**src/cfg_cmd_defines.svh**
```systemverilog
`ifndef CFG_CMD_DEFINES_SVH
`define CFG_CMD_DEFINES_SVH

// configuration dword holding command (low half) and status (high half)
`define CMD_STATUS_DWORD_OFFSET 8'h04
`define STATUS_OFFSET 8'h06

// command register fields
`define CMD_IO_SPACE_BIT 0
`define CMD_MEM_SPACE_BIT 1
`define CMD_BUS_MASTER_BIT 2
`define CMD_PALETTE_SNOOP_BIT 5
`define CMD_PARITY_RESP_BIT 6
`define CMD_SYS_ERR_BIT 8
`define CMD_WRITABLE_MASK 16'h0167
`define CMD_RESET 16'h0000

// status register fields
`define STAT_TARGET_ABORT_SIG_BIT 11
`define STAT_TARGET_ABORT_RCV_BIT 12
`define STAT_MASTER_ABORT_BIT 13
`define STAT_SYS_ERR_SIG_BIT 14
`define STAT_PARITY_DET_BIT 15
`define STAT_DATA_PARITY_BIT 8
`define STAT_CLEARABLE_MASK 16'hf900
`define STAT_FIXED_BITS 16'h0210
`define STAT_RESET 16'h0210

`endif

```
**src/cfg_cmd_pkg.sv**
```systemverilog
package cfg_cmd_pkg;
	// per-function error events, one bit each, aligned to status layout
	typedef struct packed {
		logic parity_detected;
		logic sys_err_signalled;
		logic master_abort_received;
		logic target_abort_received;
		logic target_abort_signalled;
		logic data_parity_master;
	} func_events_t;

	typedef struct packed {
		logic [15:0] cmd_q;
		logic [15:0] stat_q;
	} func_state_t;
endpackage : cfg_cmd_pkg

```
**src/func_cfg_if.sv**
```systemverilog
`timescale 1ns/1ns
// link between the bank top and one function's register slice
interface func_cfg_if;
	logic wr_cmd;
	logic wr_stat;
	// whole dword lanes; a slice takes lanes 1:0 for command and 3:2 for status
	logic [3:0] byte_en;
	logic [31:0] wdata;
	cfg_cmd_pkg::func_events_t events;
	logic [15:0] cmd;
	logic [15:0] stat;

	modport bank (output wr_cmd, output wr_stat, output byte_en, output wdata,
		output events, input cmd, input stat);
	modport func (input wr_cmd, input wr_stat, input byte_en, input wdata,
		input events, output cmd, output stat);
endinterface : func_cfg_if

```
**src/func_cmd_status.sv**
```systemverilog
`timescale 1ns/1ns
`include "cfg_cmd_defines.svh"

// one function's command and status pair
module func_cmd_status (
	// clock and reset
	input wire logic clock,
	input wire logic rst_n,
	// bank side
	func_cfg_if.func port
);
	cfg_cmd_pkg::func_state_t s_q, s_d;
	logic [15:0] cmd_mask;
	logic [15:0] stat_mask;
	logic [15:0] set_bits;

	always_comb begin
		s_d = s_q;
		cmd_mask = {{8{port.byte_en[1]}}, {8{port.byte_en[0]}}};
		stat_mask = {{8{port.byte_en[3]}}, {8{port.byte_en[2]}}};
		set_bits = 16'h0000;
		set_bits[`STAT_PARITY_DET_BIT] = port.events.parity_detected;
		set_bits[`STAT_SYS_ERR_SIG_BIT] = port.events.sys_err_signalled;
		set_bits[`STAT_MASTER_ABORT_BIT] = port.events.master_abort_received;
		set_bits[`STAT_TARGET_ABORT_RCV_BIT] = port.events.target_abort_received;
		set_bits[`STAT_TARGET_ABORT_SIG_BIT] = port.events.target_abort_signalled;
		set_bits[`STAT_DATA_PARITY_BIT] = port.events.data_parity_master;
		if (port.wr_cmd) begin
			// only the documented read/write bits ever hold a one
			s_d.cmd_q = (s_q.cmd_q & ~(cmd_mask & `CMD_WRITABLE_MASK))
				| (port.wdata[15:0] & cmd_mask & `CMD_WRITABLE_MASK);
		end
		// write-one clears; a same-cycle event wins over the clear
		if (port.wr_stat) begin
			s_d.stat_q = s_q.stat_q & ~(port.wdata[31:16] & stat_mask & `STAT_CLEARABLE_MASK);
		end
		s_d.stat_q = ((s_d.stat_q | set_bits) & `STAT_CLEARABLE_MASK)
			| `STAT_FIXED_BITS;
	end

	always_ff @(posedge clock or negedge rst_n) begin
		if (!rst_n) begin
			s_q <= '{cmd_q: `CMD_RESET, stat_q: `STAT_RESET};
		end else begin
			s_q <= s_d;
		end
	end

	assign port.cmd = s_q.cmd_q;
	assign port.stat = s_q.stat_q;
endmodule : func_cmd_status

```
**src/pci_config_command_status.sv**
```systemverilog
`timescale 1ns/1ns
`include "cfg_cmd_defines.svh"

// What this block does
// - separate command register per function
// - error enables ORed across both functions
// - command bits 15..10 read zero
// - fast back-to-back enable reads zero
// - bit 8 enables system-error driver, reset 0
// - address parity on serr needs bits 8,6
// - bit 6 gates parity error reporting
// - stepping bit hardwired zero
// - palette snoop bit read/write, reset 0
// - write-invalidate hardwired zero, plain writes
// - special cycle bit zero, never respond
// - bus master bit gates bus requests
// - memory space bit gates memory claims
// - io space bit gates io claims
// - status write-one clears, reads harmless
// - status at 06h resets 0210h
// - bit 15 set on any parity error
// - bit 13 set on master abort
// - devsel timing bits read 01b
// - capability list bit reads one
module pci_config_command_status (
	// clock and reset
	input wire logic clock,
	input wire logic resetn,
	// configuration access, dword at offset 04h
	input wire logic cfg_sel,
	input wire logic cfg_func,
	input wire logic cfg_write,
	input wire logic cfg_read,
	input wire logic [7:0] cfg_addr,
	input wire logic [3:0] cfg_byte_en,
	input wire logic [31:0] cfg_wdata,
	output logic [31:0] cfg_rdata,
	// bus-side requests per function, from pci core logic
	input wire logic [1:0] mem_hit,
	input wire logic [1:0] io_hit,
	input wire logic [1:0] special_cycle,
	input wire logic [1:0] master_req,
	input wire logic [1:0] addr_parity_err,
	input wire logic [1:0] data_parity_err,
	input wire logic [1:0] master_owned_perr,
	input wire logic [1:0] master_abort,
	input wire logic [1:0] target_abort_rcv,
	input wire logic [1:0] target_abort_sig,
	// gated decisions
	output logic [1:0] mem_claim,
	output logic [1:0] io_claim,
	output logic [1:0] master_grant_ok,
	output logic master_use_write_invalidate,
	output logic [1:0] palette_snoop,
	output logic perr_assert,
	output logic serr_assert,
	output logic serr_driver_enable
);
	// registered outputs and read data share one state word
	typedef struct packed {
		logic [31:0] rdata_q;
		logic serr_q;
		logic perr_q;
	} top_state_t;

	// reset release
	logic [1:0] rst_sync_q;
	logic rst_n;
	top_state_t s_q;
	top_state_t s_d;

	// decoded configuration access
	logic dword_hit;
	logic cfg_wr_hit;
	logic cfg_rd_hit;
	logic cmd_lanes;
	logic stat_lanes;

	// per-function register views and read images
	logic [15:0] cmd_f0;
	logic [15:0] cmd_f1;
	logic [15:0] stat_f0;
	logic [15:0] stat_f1;
	logic [15:0] cmd_img_f0;
	logic [15:0] cmd_img_f1;
	logic [15:0] stat_img_f0;
	logic [15:0] stat_img_f1;
	logic [31:0] read_word;

	// per-function enables taken from the command registers
	logic [1:0] sys_err_en;
	logic [1:0] par_resp_en;
	logic [1:0] mem_en;
	logic [1:0] io_en;
	logic [1:0] master_en;
	logic [1:0] snoop_en;

	// combined enables and error decisions
	logic any_system_error_enable;
	logic any_par_en;
	logic any_addr_perr;
	logic any_data_perr;
	logic serr_event;
	logic perr_event;
	logic [1:0] parity_seen;
	logic [1:0] sys_err_seen;
	logic [1:0] master_perr_seen;

	func_cfg_if f0 ();
	func_cfg_if f1 ();

	// slices leave reset on a clock edge, never part way through a cycle
	always_ff @(posedge clock or negedge resetn) begin
		if (!resetn) begin
			rst_sync_q <= 2'h0;
		end else begin
			rst_sync_q <= {rst_sync_q[0], 1'b1};
		end
	end
	assign rst_n = rst_sync_q[1];

	func_cmd_status u_func0 (
		.clock(clock),
		.rst_n(rst_n),
		.port(f0.func)
	);
	func_cmd_status u_func1 (
		.clock(clock),
		.rst_n(rst_n),
		.port(f1.func)
	);

	// only the dword at 04h decodes; other offsets read zero and drop writes
	assign dword_hit = cfg_sel && (cfg_addr[7:2] == 6'(`CMD_STATUS_DWORD_OFFSET >> 2));
	assign cfg_wr_hit = dword_hit && cfg_write;
	assign cfg_rd_hit = dword_hit && cfg_read;
	// command in lanes 1:0, status in lanes 3:2
	assign cmd_lanes = |cfg_byte_en[1:0];
	assign stat_lanes = |cfg_byte_en[3:2];

	// write strobes, one function at a time
	assign f0.wr_cmd = cfg_wr_hit && !cfg_func && cmd_lanes;
	assign f1.wr_cmd = cfg_wr_hit && cfg_func && cmd_lanes;
	assign f0.wr_stat = cfg_wr_hit && !cfg_func && stat_lanes;
	assign f1.wr_stat = cfg_wr_hit && cfg_func && stat_lanes;

	// both slices see the whole dword, so one write may touch both halves
	assign f0.byte_en = cfg_byte_en;
	assign f1.byte_en = cfg_byte_en;
	assign f0.wdata = cfg_wdata;
	assign f1.wdata = cfg_wdata;

	// register views
	assign cmd_f0 = f0.cmd;
	assign cmd_f1 = f1.cmd;
	assign stat_f0 = f0.stat;
	assign stat_f1 = f1.stat;

	// enable bits, one copy per function
	assign sys_err_en[0] = cmd_f0[`CMD_SYS_ERR_BIT];
	assign sys_err_en[1] = cmd_f1[`CMD_SYS_ERR_BIT];
	assign par_resp_en[0] = cmd_f0[`CMD_PARITY_RESP_BIT];
	assign par_resp_en[1] = cmd_f1[`CMD_PARITY_RESP_BIT];
	assign mem_en[0] = cmd_f0[`CMD_MEM_SPACE_BIT];
	assign mem_en[1] = cmd_f1[`CMD_MEM_SPACE_BIT];
	assign io_en[0] = cmd_f0[`CMD_IO_SPACE_BIT];
	assign io_en[1] = cmd_f1[`CMD_IO_SPACE_BIT];
	assign master_en[0] = cmd_f0[`CMD_BUS_MASTER_BIT];
	assign master_en[1] = cmd_f1[`CMD_BUS_MASTER_BIT];
	assign snoop_en[0] = cmd_f0[`CMD_PALETTE_SNOOP_BIT];
	assign snoop_en[1] = cmd_f1[`CMD_PALETTE_SNOOP_BIT];

	assign any_system_error_enable = |sys_err_en;
	assign any_par_en = |par_resp_en;
	assign any_addr_perr = |addr_parity_err;
	assign any_data_perr = |data_parity_err;
	// address parity goes out on serr only with both enables set
	assign serr_event = any_system_error_enable && any_par_en && any_addr_perr;
	assign perr_event = any_par_en && any_data_perr;

	// read images rebuilt field by field, so fixed bits never hang on storage
	assign cmd_img_f0 = {
		6'h00,
		1'b0,
		sys_err_en[0],
		1'b0,
		par_resp_en[0],
		snoop_en[0],
		1'b0,
		1'b0,
		master_en[0],
		mem_en[0],
		io_en[0]
	};
	assign cmd_img_f1 = {
		6'h00,
		1'b0,
		sys_err_en[1],
		1'b0,
		par_resp_en[1],
		snoop_en[1],
		1'b0,
		1'b0,
		master_en[1],
		mem_en[1],
		io_en[1]
	};
	assign stat_img_f0 = {
		stat_f0[15:11],
		2'b01,
		stat_f0[8],
		1'b0,
		1'b0,
		1'b0,
		1'b1,
		4'h0
	};
	assign stat_img_f1 = {
		stat_f1[15:11],
		2'b01,
		stat_f1[8],
		1'b0,
		1'b0,
		1'b0,
		1'b1,
		4'h0
	};

	// a read only copies the flags, it never clears them
	always_comb begin
		if (cfg_func) begin
			read_word = {stat_img_f1, cmd_img_f1};
		end else begin
			read_word = {stat_img_f0, cmd_img_f0};
		end
	end

	always_comb begin
		s_d = s_q;
		s_d.serr_q = serr_event;
		s_d.perr_q = perr_event;
		s_d.rdata_q = 32'h00000000;
		if (cfg_rd_hit) begin
			s_d.rdata_q = read_word;
		end
	end

	always_ff @(posedge clock or negedge rst_n) begin
		if (!rst_n) begin
			s_q <= '{rdata_q: 32'h00000000, serr_q: 1'b0, perr_q: 1'b0};
		end else begin
			s_q <= s_d;
		end
	end

	// registered outputs
	assign cfg_rdata = s_q.rdata_q;
	assign perr_assert = s_q.perr_q;
	assign serr_assert = s_q.serr_q;
	// either function may turn on the shared driver
	assign serr_driver_enable = any_system_error_enable;
	// mastering only ever issues plain memory writes
	assign master_use_write_invalidate = 1'b0;

	// bus-side gating; special cycles are never claimed
	always_comb begin
		mem_claim[0] = mem_hit[0] && mem_en[0];
		mem_claim[1] = mem_hit[1] && mem_en[1];
		io_claim[0] = io_hit[0] && io_en[0] && !special_cycle[0];
		io_claim[1] = io_hit[1] && io_en[1] && !special_cycle[1];
		master_grant_ok[0] = master_req[0] && master_en[0];
		master_grant_ok[1] = master_req[1] && master_en[1];
		palette_snoop[0] = snoop_en[0];
		palette_snoop[1] = snoop_en[1];
	end

	// per-function events; parity detection ignores the enables
	assign parity_seen = addr_parity_err | data_parity_err;
	assign sys_err_seen = {2{serr_event}} & addr_parity_err;
	assign master_perr_seen = master_owned_perr & par_resp_en;

	always_comb begin
		f0.events.parity_detected = parity_seen[0];
		f0.events.sys_err_signalled = sys_err_seen[0];
		f0.events.master_abort_received = master_abort[0];
		f0.events.target_abort_received = target_abort_rcv[0];
		f0.events.target_abort_signalled = target_abort_sig[0];
		f0.events.data_parity_master = master_perr_seen[0];
	end

	always_comb begin
		f1.events.parity_detected = parity_seen[1];
		f1.events.sys_err_signalled = sys_err_seen[1];
		f1.events.master_abort_received = master_abort[1];
		f1.events.target_abort_received = target_abort_rcv[1];
		f1.events.target_abort_signalled = target_abort_sig[1];
		f1.events.data_parity_master = master_perr_seen[1];
	end
endmodule : pci_config_command_status
```
**config.mk**
```make
export PLATFORM = sky130hd
export DESIGN_NAME = pci_config_command_status
export DESIGN_NICKNAME = d
export VERILOG_FILES = /design/src/cfg_cmd_pkg.sv /design/src/func_cfg_if.sv /design/src/func_cmd_status.sv /design/src/pci_config_command_status.sv
export VERILOG_INCLUDE_DIRS = /design/src /design/src/src
export SDC_FILE = /design/constraint.sdc
export NUM_CORES = 1
export LEC_CHECK = 0
export BUFFER_PORTS_ARGS = -buffer_cell sky130_fd_sc_hd__buf_4
export CAP_MARGIN = 20
export CORE_UTILIZATION = 30
export CTS_BUF_LIST = sky130_fd_sc_hd__clkbuf_16
export DETAILED_ROUTE_END_ITERATION = 7
export PLACE_DENSITY_LB_ADDON = 0.05
export SYNTH_ARGS = -nofsm -noshare
export SYNTH_HDL_FRONTEND = slang
export SYNTH_SLANG_ARGS = --single-unit
```
**constraint.sdc**
```tcl
create_clock -name clock -period 2 [get_ports clock]
set_input_delay 0.2 -clock clock [delete_from_list [all_inputs] [get_ports clock]]
set_output_delay 0.2 -clock clock [all_outputs]
set_load 0.05 [all_outputs]
```
==> After elaboration in Yosys (flattened, before gate mapping) <==
Index checks and enable logic that the tools add are counted.
{ "word_totals": {"register_bits": 80, "inputBits": 70, "out_inout_bits": 44, "word_cells": 57} }
{ "classes": {"eq_ne": 1, "n_mux": 4, "bitwise": 15, "n_reduce_logical": 29} }
{ "ops": {"columns": ["cell", "count"], "rows": [
  ["AND 16 bit", 5],
  ["two-way mux 32 bit", 2],
  ["two-way mux 16 bit", 2],
  ["OR 16 bit", 2],
  ["OR 16 x 9 -> 16 bit", 2],
  ["logical AND 1 bit", 20],
  ["NOT 16 bit", 1],
  ["NOT 9 -> 16 bit", 1],
  ["OR reduction 2 bit", 6],
  ["AND 9 bit", 1],
  ["equality test 6 x 1 -> 1 bit, second input constant", 1],
  ["AND 2 bit", 2],
  ["zero test 1 bit", 3],
  ["OR 2 bit", 1]
]} }

==> Depth between registers and ports, before layout <==
{ "logic_depth": {"ltp_word": 7, "ltp_mapped": 4, "mapped_depth_nobuf": 3} }

==> Modules after synthesis <==
From an unflattened synthesis, not the netlist that was laid out.
{ "unflattened": {"cells_unflattened": 204, "hier_area_um2": 2287.2} }
{ "modules_own_cells": {"columns": ["module", "instances", "cells_per_inst", "area_per_inst_um2", "seq_area_each_um2"], "rows": [
  ["func_cmd_status", 2, 54, 610.6, 300.3],
  ["pci_config_command_status", 1, 96, 1066.0, 425.4]
]} }

==> Least setup slack after synthesis <==
Ideal clock, no wire load.
{ "synth_timing": {"kind": "input to register", "from": "input port cfg_addr[5]", "to": "register with a tool-made name", "setup_ps": 125, "t_arrival_ps": 1459, "t_required_ps": 1875, "path_slack_ps": 416, "stages": 3, "n_path_buf": 0, "cell_sequence": "or4_4 -> nor4_4 -> mux2_2"} }
{ "synth_rtl": {"columns": ["item", "line", "rtl"], "rows": [
  ["start, declared", "pci_config_command_status.sv:34", "input wire logic [7:0] cfg_addr,"]
]} }

==> out/summary.txt <==
WL final: 4.22 mm
average vias per placed instance: 4.42
Seq cells post-synth: 41
combinational family with the most area after synthesis: simple AND/OR/NAND/NOR gates
startpoint types: input pin
CTS tree: built
worst setup path class: input pin to register
Worst path max stage delay: 580 ps
DRT Pass-1 Iters: 4
io pins: 114
antenna viol nets, final: 0
total power draw: 1990 uW
Comb pwr share: 12.8%
final setup fails: 0
Fmax: 679 MHz
relative slew slack: 66.3%
DP HPWL: 3.11 mm
Clk network pwr share: 44.2%
leakage: 0.00135 uW
clk_skew: 4.20 ps
clock-pin slew on the worst setup and hold paths: 60 ps
Worst Tran Pin Value: 502 ps
first-pass GRT wire length: 6.63 mm
final RePlAce weighted congestion: 0.682
Cell variety after synth: 30
DIE WIDTH: 81.3 um
CP Cell Sequence: buf_4, or4_4, nor4_4, buf_4, mux2_2
DP Worst Slack: 234 ps
1st-iter DRT viols: 28
Pins Over Slew Limit: 0
GRT overflow: 0
TNS Setup: 0 ps
H-tree depth: 2
sequential area share after synthesis: 54.4%
Placed Instances: 314
P_sw: 476 uW
gr usage total: 13.8%
CP required: 2160 ps
initial core utilization: 31.5%
mean post-synth cell area: 11.0 sq um
Layout Area Growth over Synthesis: 38.2%
Hold/Removal Path Class: input pin to register
Filler cells: 604
Tmin final: 1470 ps
Bufs and invs on worst path: 2
CP Capture Type: register
RSZ-0062 raised after global routing: false
Nets: 317
drc violations: 0
Synth top area share: 54.4%
synthesized-area fraction occupied by and/or/nand/nor cells: 16.2%
Vias: 1428
IO buf count: 71
final core occ: 43.5%
antenna violations before repair: 0
Hold Vio Cnt, Final: 0
antenna fix cells: 0
CTS root buf: clkbuf_16
Max-Cap Viols: 0
Slowest cell on crit path: or4_4
number of global-route vias before repair: 1450
CP max FO: 5
most common cell after layout, fill and taps aside: buf_4
Synth Area in Adders: 0%
Die Area: 0.00661 sq mm
PD cells: 765 mW/mm^2
outcome: completed
Syn. warnings: 0
setup ws final: 528 ps
fin cells: 323
Area contributors post-synth: dfrtp_1 (54%), buf_4 (8.8%), mux2_2 (7.2%)
row count: 28
Clock Path Buffers: 2
proportion of synthesized area in mux cells: 13.5%
top cell family by delay on the critical path: simple AND/OR/NAND/NOR gates
Max IR drop VDD: 0.296 mV
CTS buffer count: 5
Mapped Cells: 171
area leader, netlist: dfrtp_1
most frequent cells in the layout: buf_4 (75), dfrtp_1 (40), nor2_1 (26)
Die Ht: 81.3 um
fin crit share: 73.6%
largest net degree at the start of global routing: 40
post-synthesis compound-gate area fraction: 5.24%
worst skew pair latency: 280 ps
Switching Share: 23.9%
wire per inst: 13.0 um
Synth Cell Area: 0.00189 sq mm
Data arrival, critical path: 1630 ps
most used cell, CP: buf_4
Int Pwr: 1520 uW
layout cells sized above 1: 39.5%
Seq pwr share: 43.0%
Placeable Area: 0.00599 sq mm
clock sinks: 41
XOR/XNOR Fraction of Synth Area: 0%
[power groups by stage]
| stage | registers (uW) | clock network, uW | logic (uW) |
|---|---|---|---|
| finish | 857 | 882 | 256 |
| global route | 859 | 943 | 279 |
| CTS | 857 | 911 | 260 |
| detailed placement | 872 | 0 | 258 |
| global placement | 872 | 0 | 257 |
| floorplan | 884 | 0 | 169 |
[cells in the mapped netlist, drive strengths merged]
library cell and number:
nor2 26, nor3 5, or4 2, or2 1
and3 2, nand3 1, nand4 3, nand4b 1
o41ai 1, a21oi 8, nand2 10, mux2 12
and2 4, a22o 2, o221a 1, a22oi 1
buf 23, nor2b 1, dfrtp 41, o22a 1
and4b 1, nor4 3, o21ai 1, conb 2
clkbuf 2, mux2i 12, inv 4
[per-layer routing]
metal,track usage (%),up-vias,routed length [um]
li1,-,701,-
met1,14.9,668,1680
met2,24.4,53,2160
met3,5.28,6,327
met4,4.82,0,53
met5,0,-,0
[timing repair]
action,in CTS,in global routing
hold buffers,1,0
gates resized for setup,0,0
setup buffers,0,0
hold endpoints to repair,2,0
[tightest hold or removal path, stage by stage]
cell	delay, ps
buf_4	80
nand2_1	40
nand2_1	50
[per-stage QoR]
stage	hold slack [ps]	instance area, sq um
3_5_place_dp	-15.0	2430
3_3_place_gp	-16.8	2430
5_1_grt	153	2610
2_1_floorplan	-95.6	1950
6_report	124	2610
4_1_cts	114	2610
[worst paths after layout]
path	start	end	slack, ps	depth (start not counted)
min reg2reg	rst_sync_q[1]	cfg_rdata[31]	310	1
max reg2reg	register	u_func0.port.stat[14]	830	3
min	master_owned_perr[0]	u_func0.port.stat[8]	120	3
max	cfg_addr[5]	register	530	5
min in group asynchronous	resetn	rst_sync_q[0]	240	2
max in group asynchronous	rst_sync_q[1]	u_func0.port.stat[8]	1340	1
[cell families after synthesis]
logic type             count (synthesis)
AO/OA/AOI/OAI                         15
multiplexers                          24
other                                  2
flip-flops                            41
AND/OR/NAND/NOR                       60
buffers and inverters                 29
[final cells by class]
class | count | area (sq um) | area share (%)
sequential | 41 | 1030 | 39.4
multi-input combinational | 119 | 734 | 28.2
timing repair buffer | 76 | 573 | 22.0
clock buffer | 5 | 125 | 4.80
tap | 75 | 93.8 | 3.60
clock inverter | 3 | 37.5 | 1.44
inverter | 4 | 15.0 | 0.576
Power figures use the tool's default switching activity.
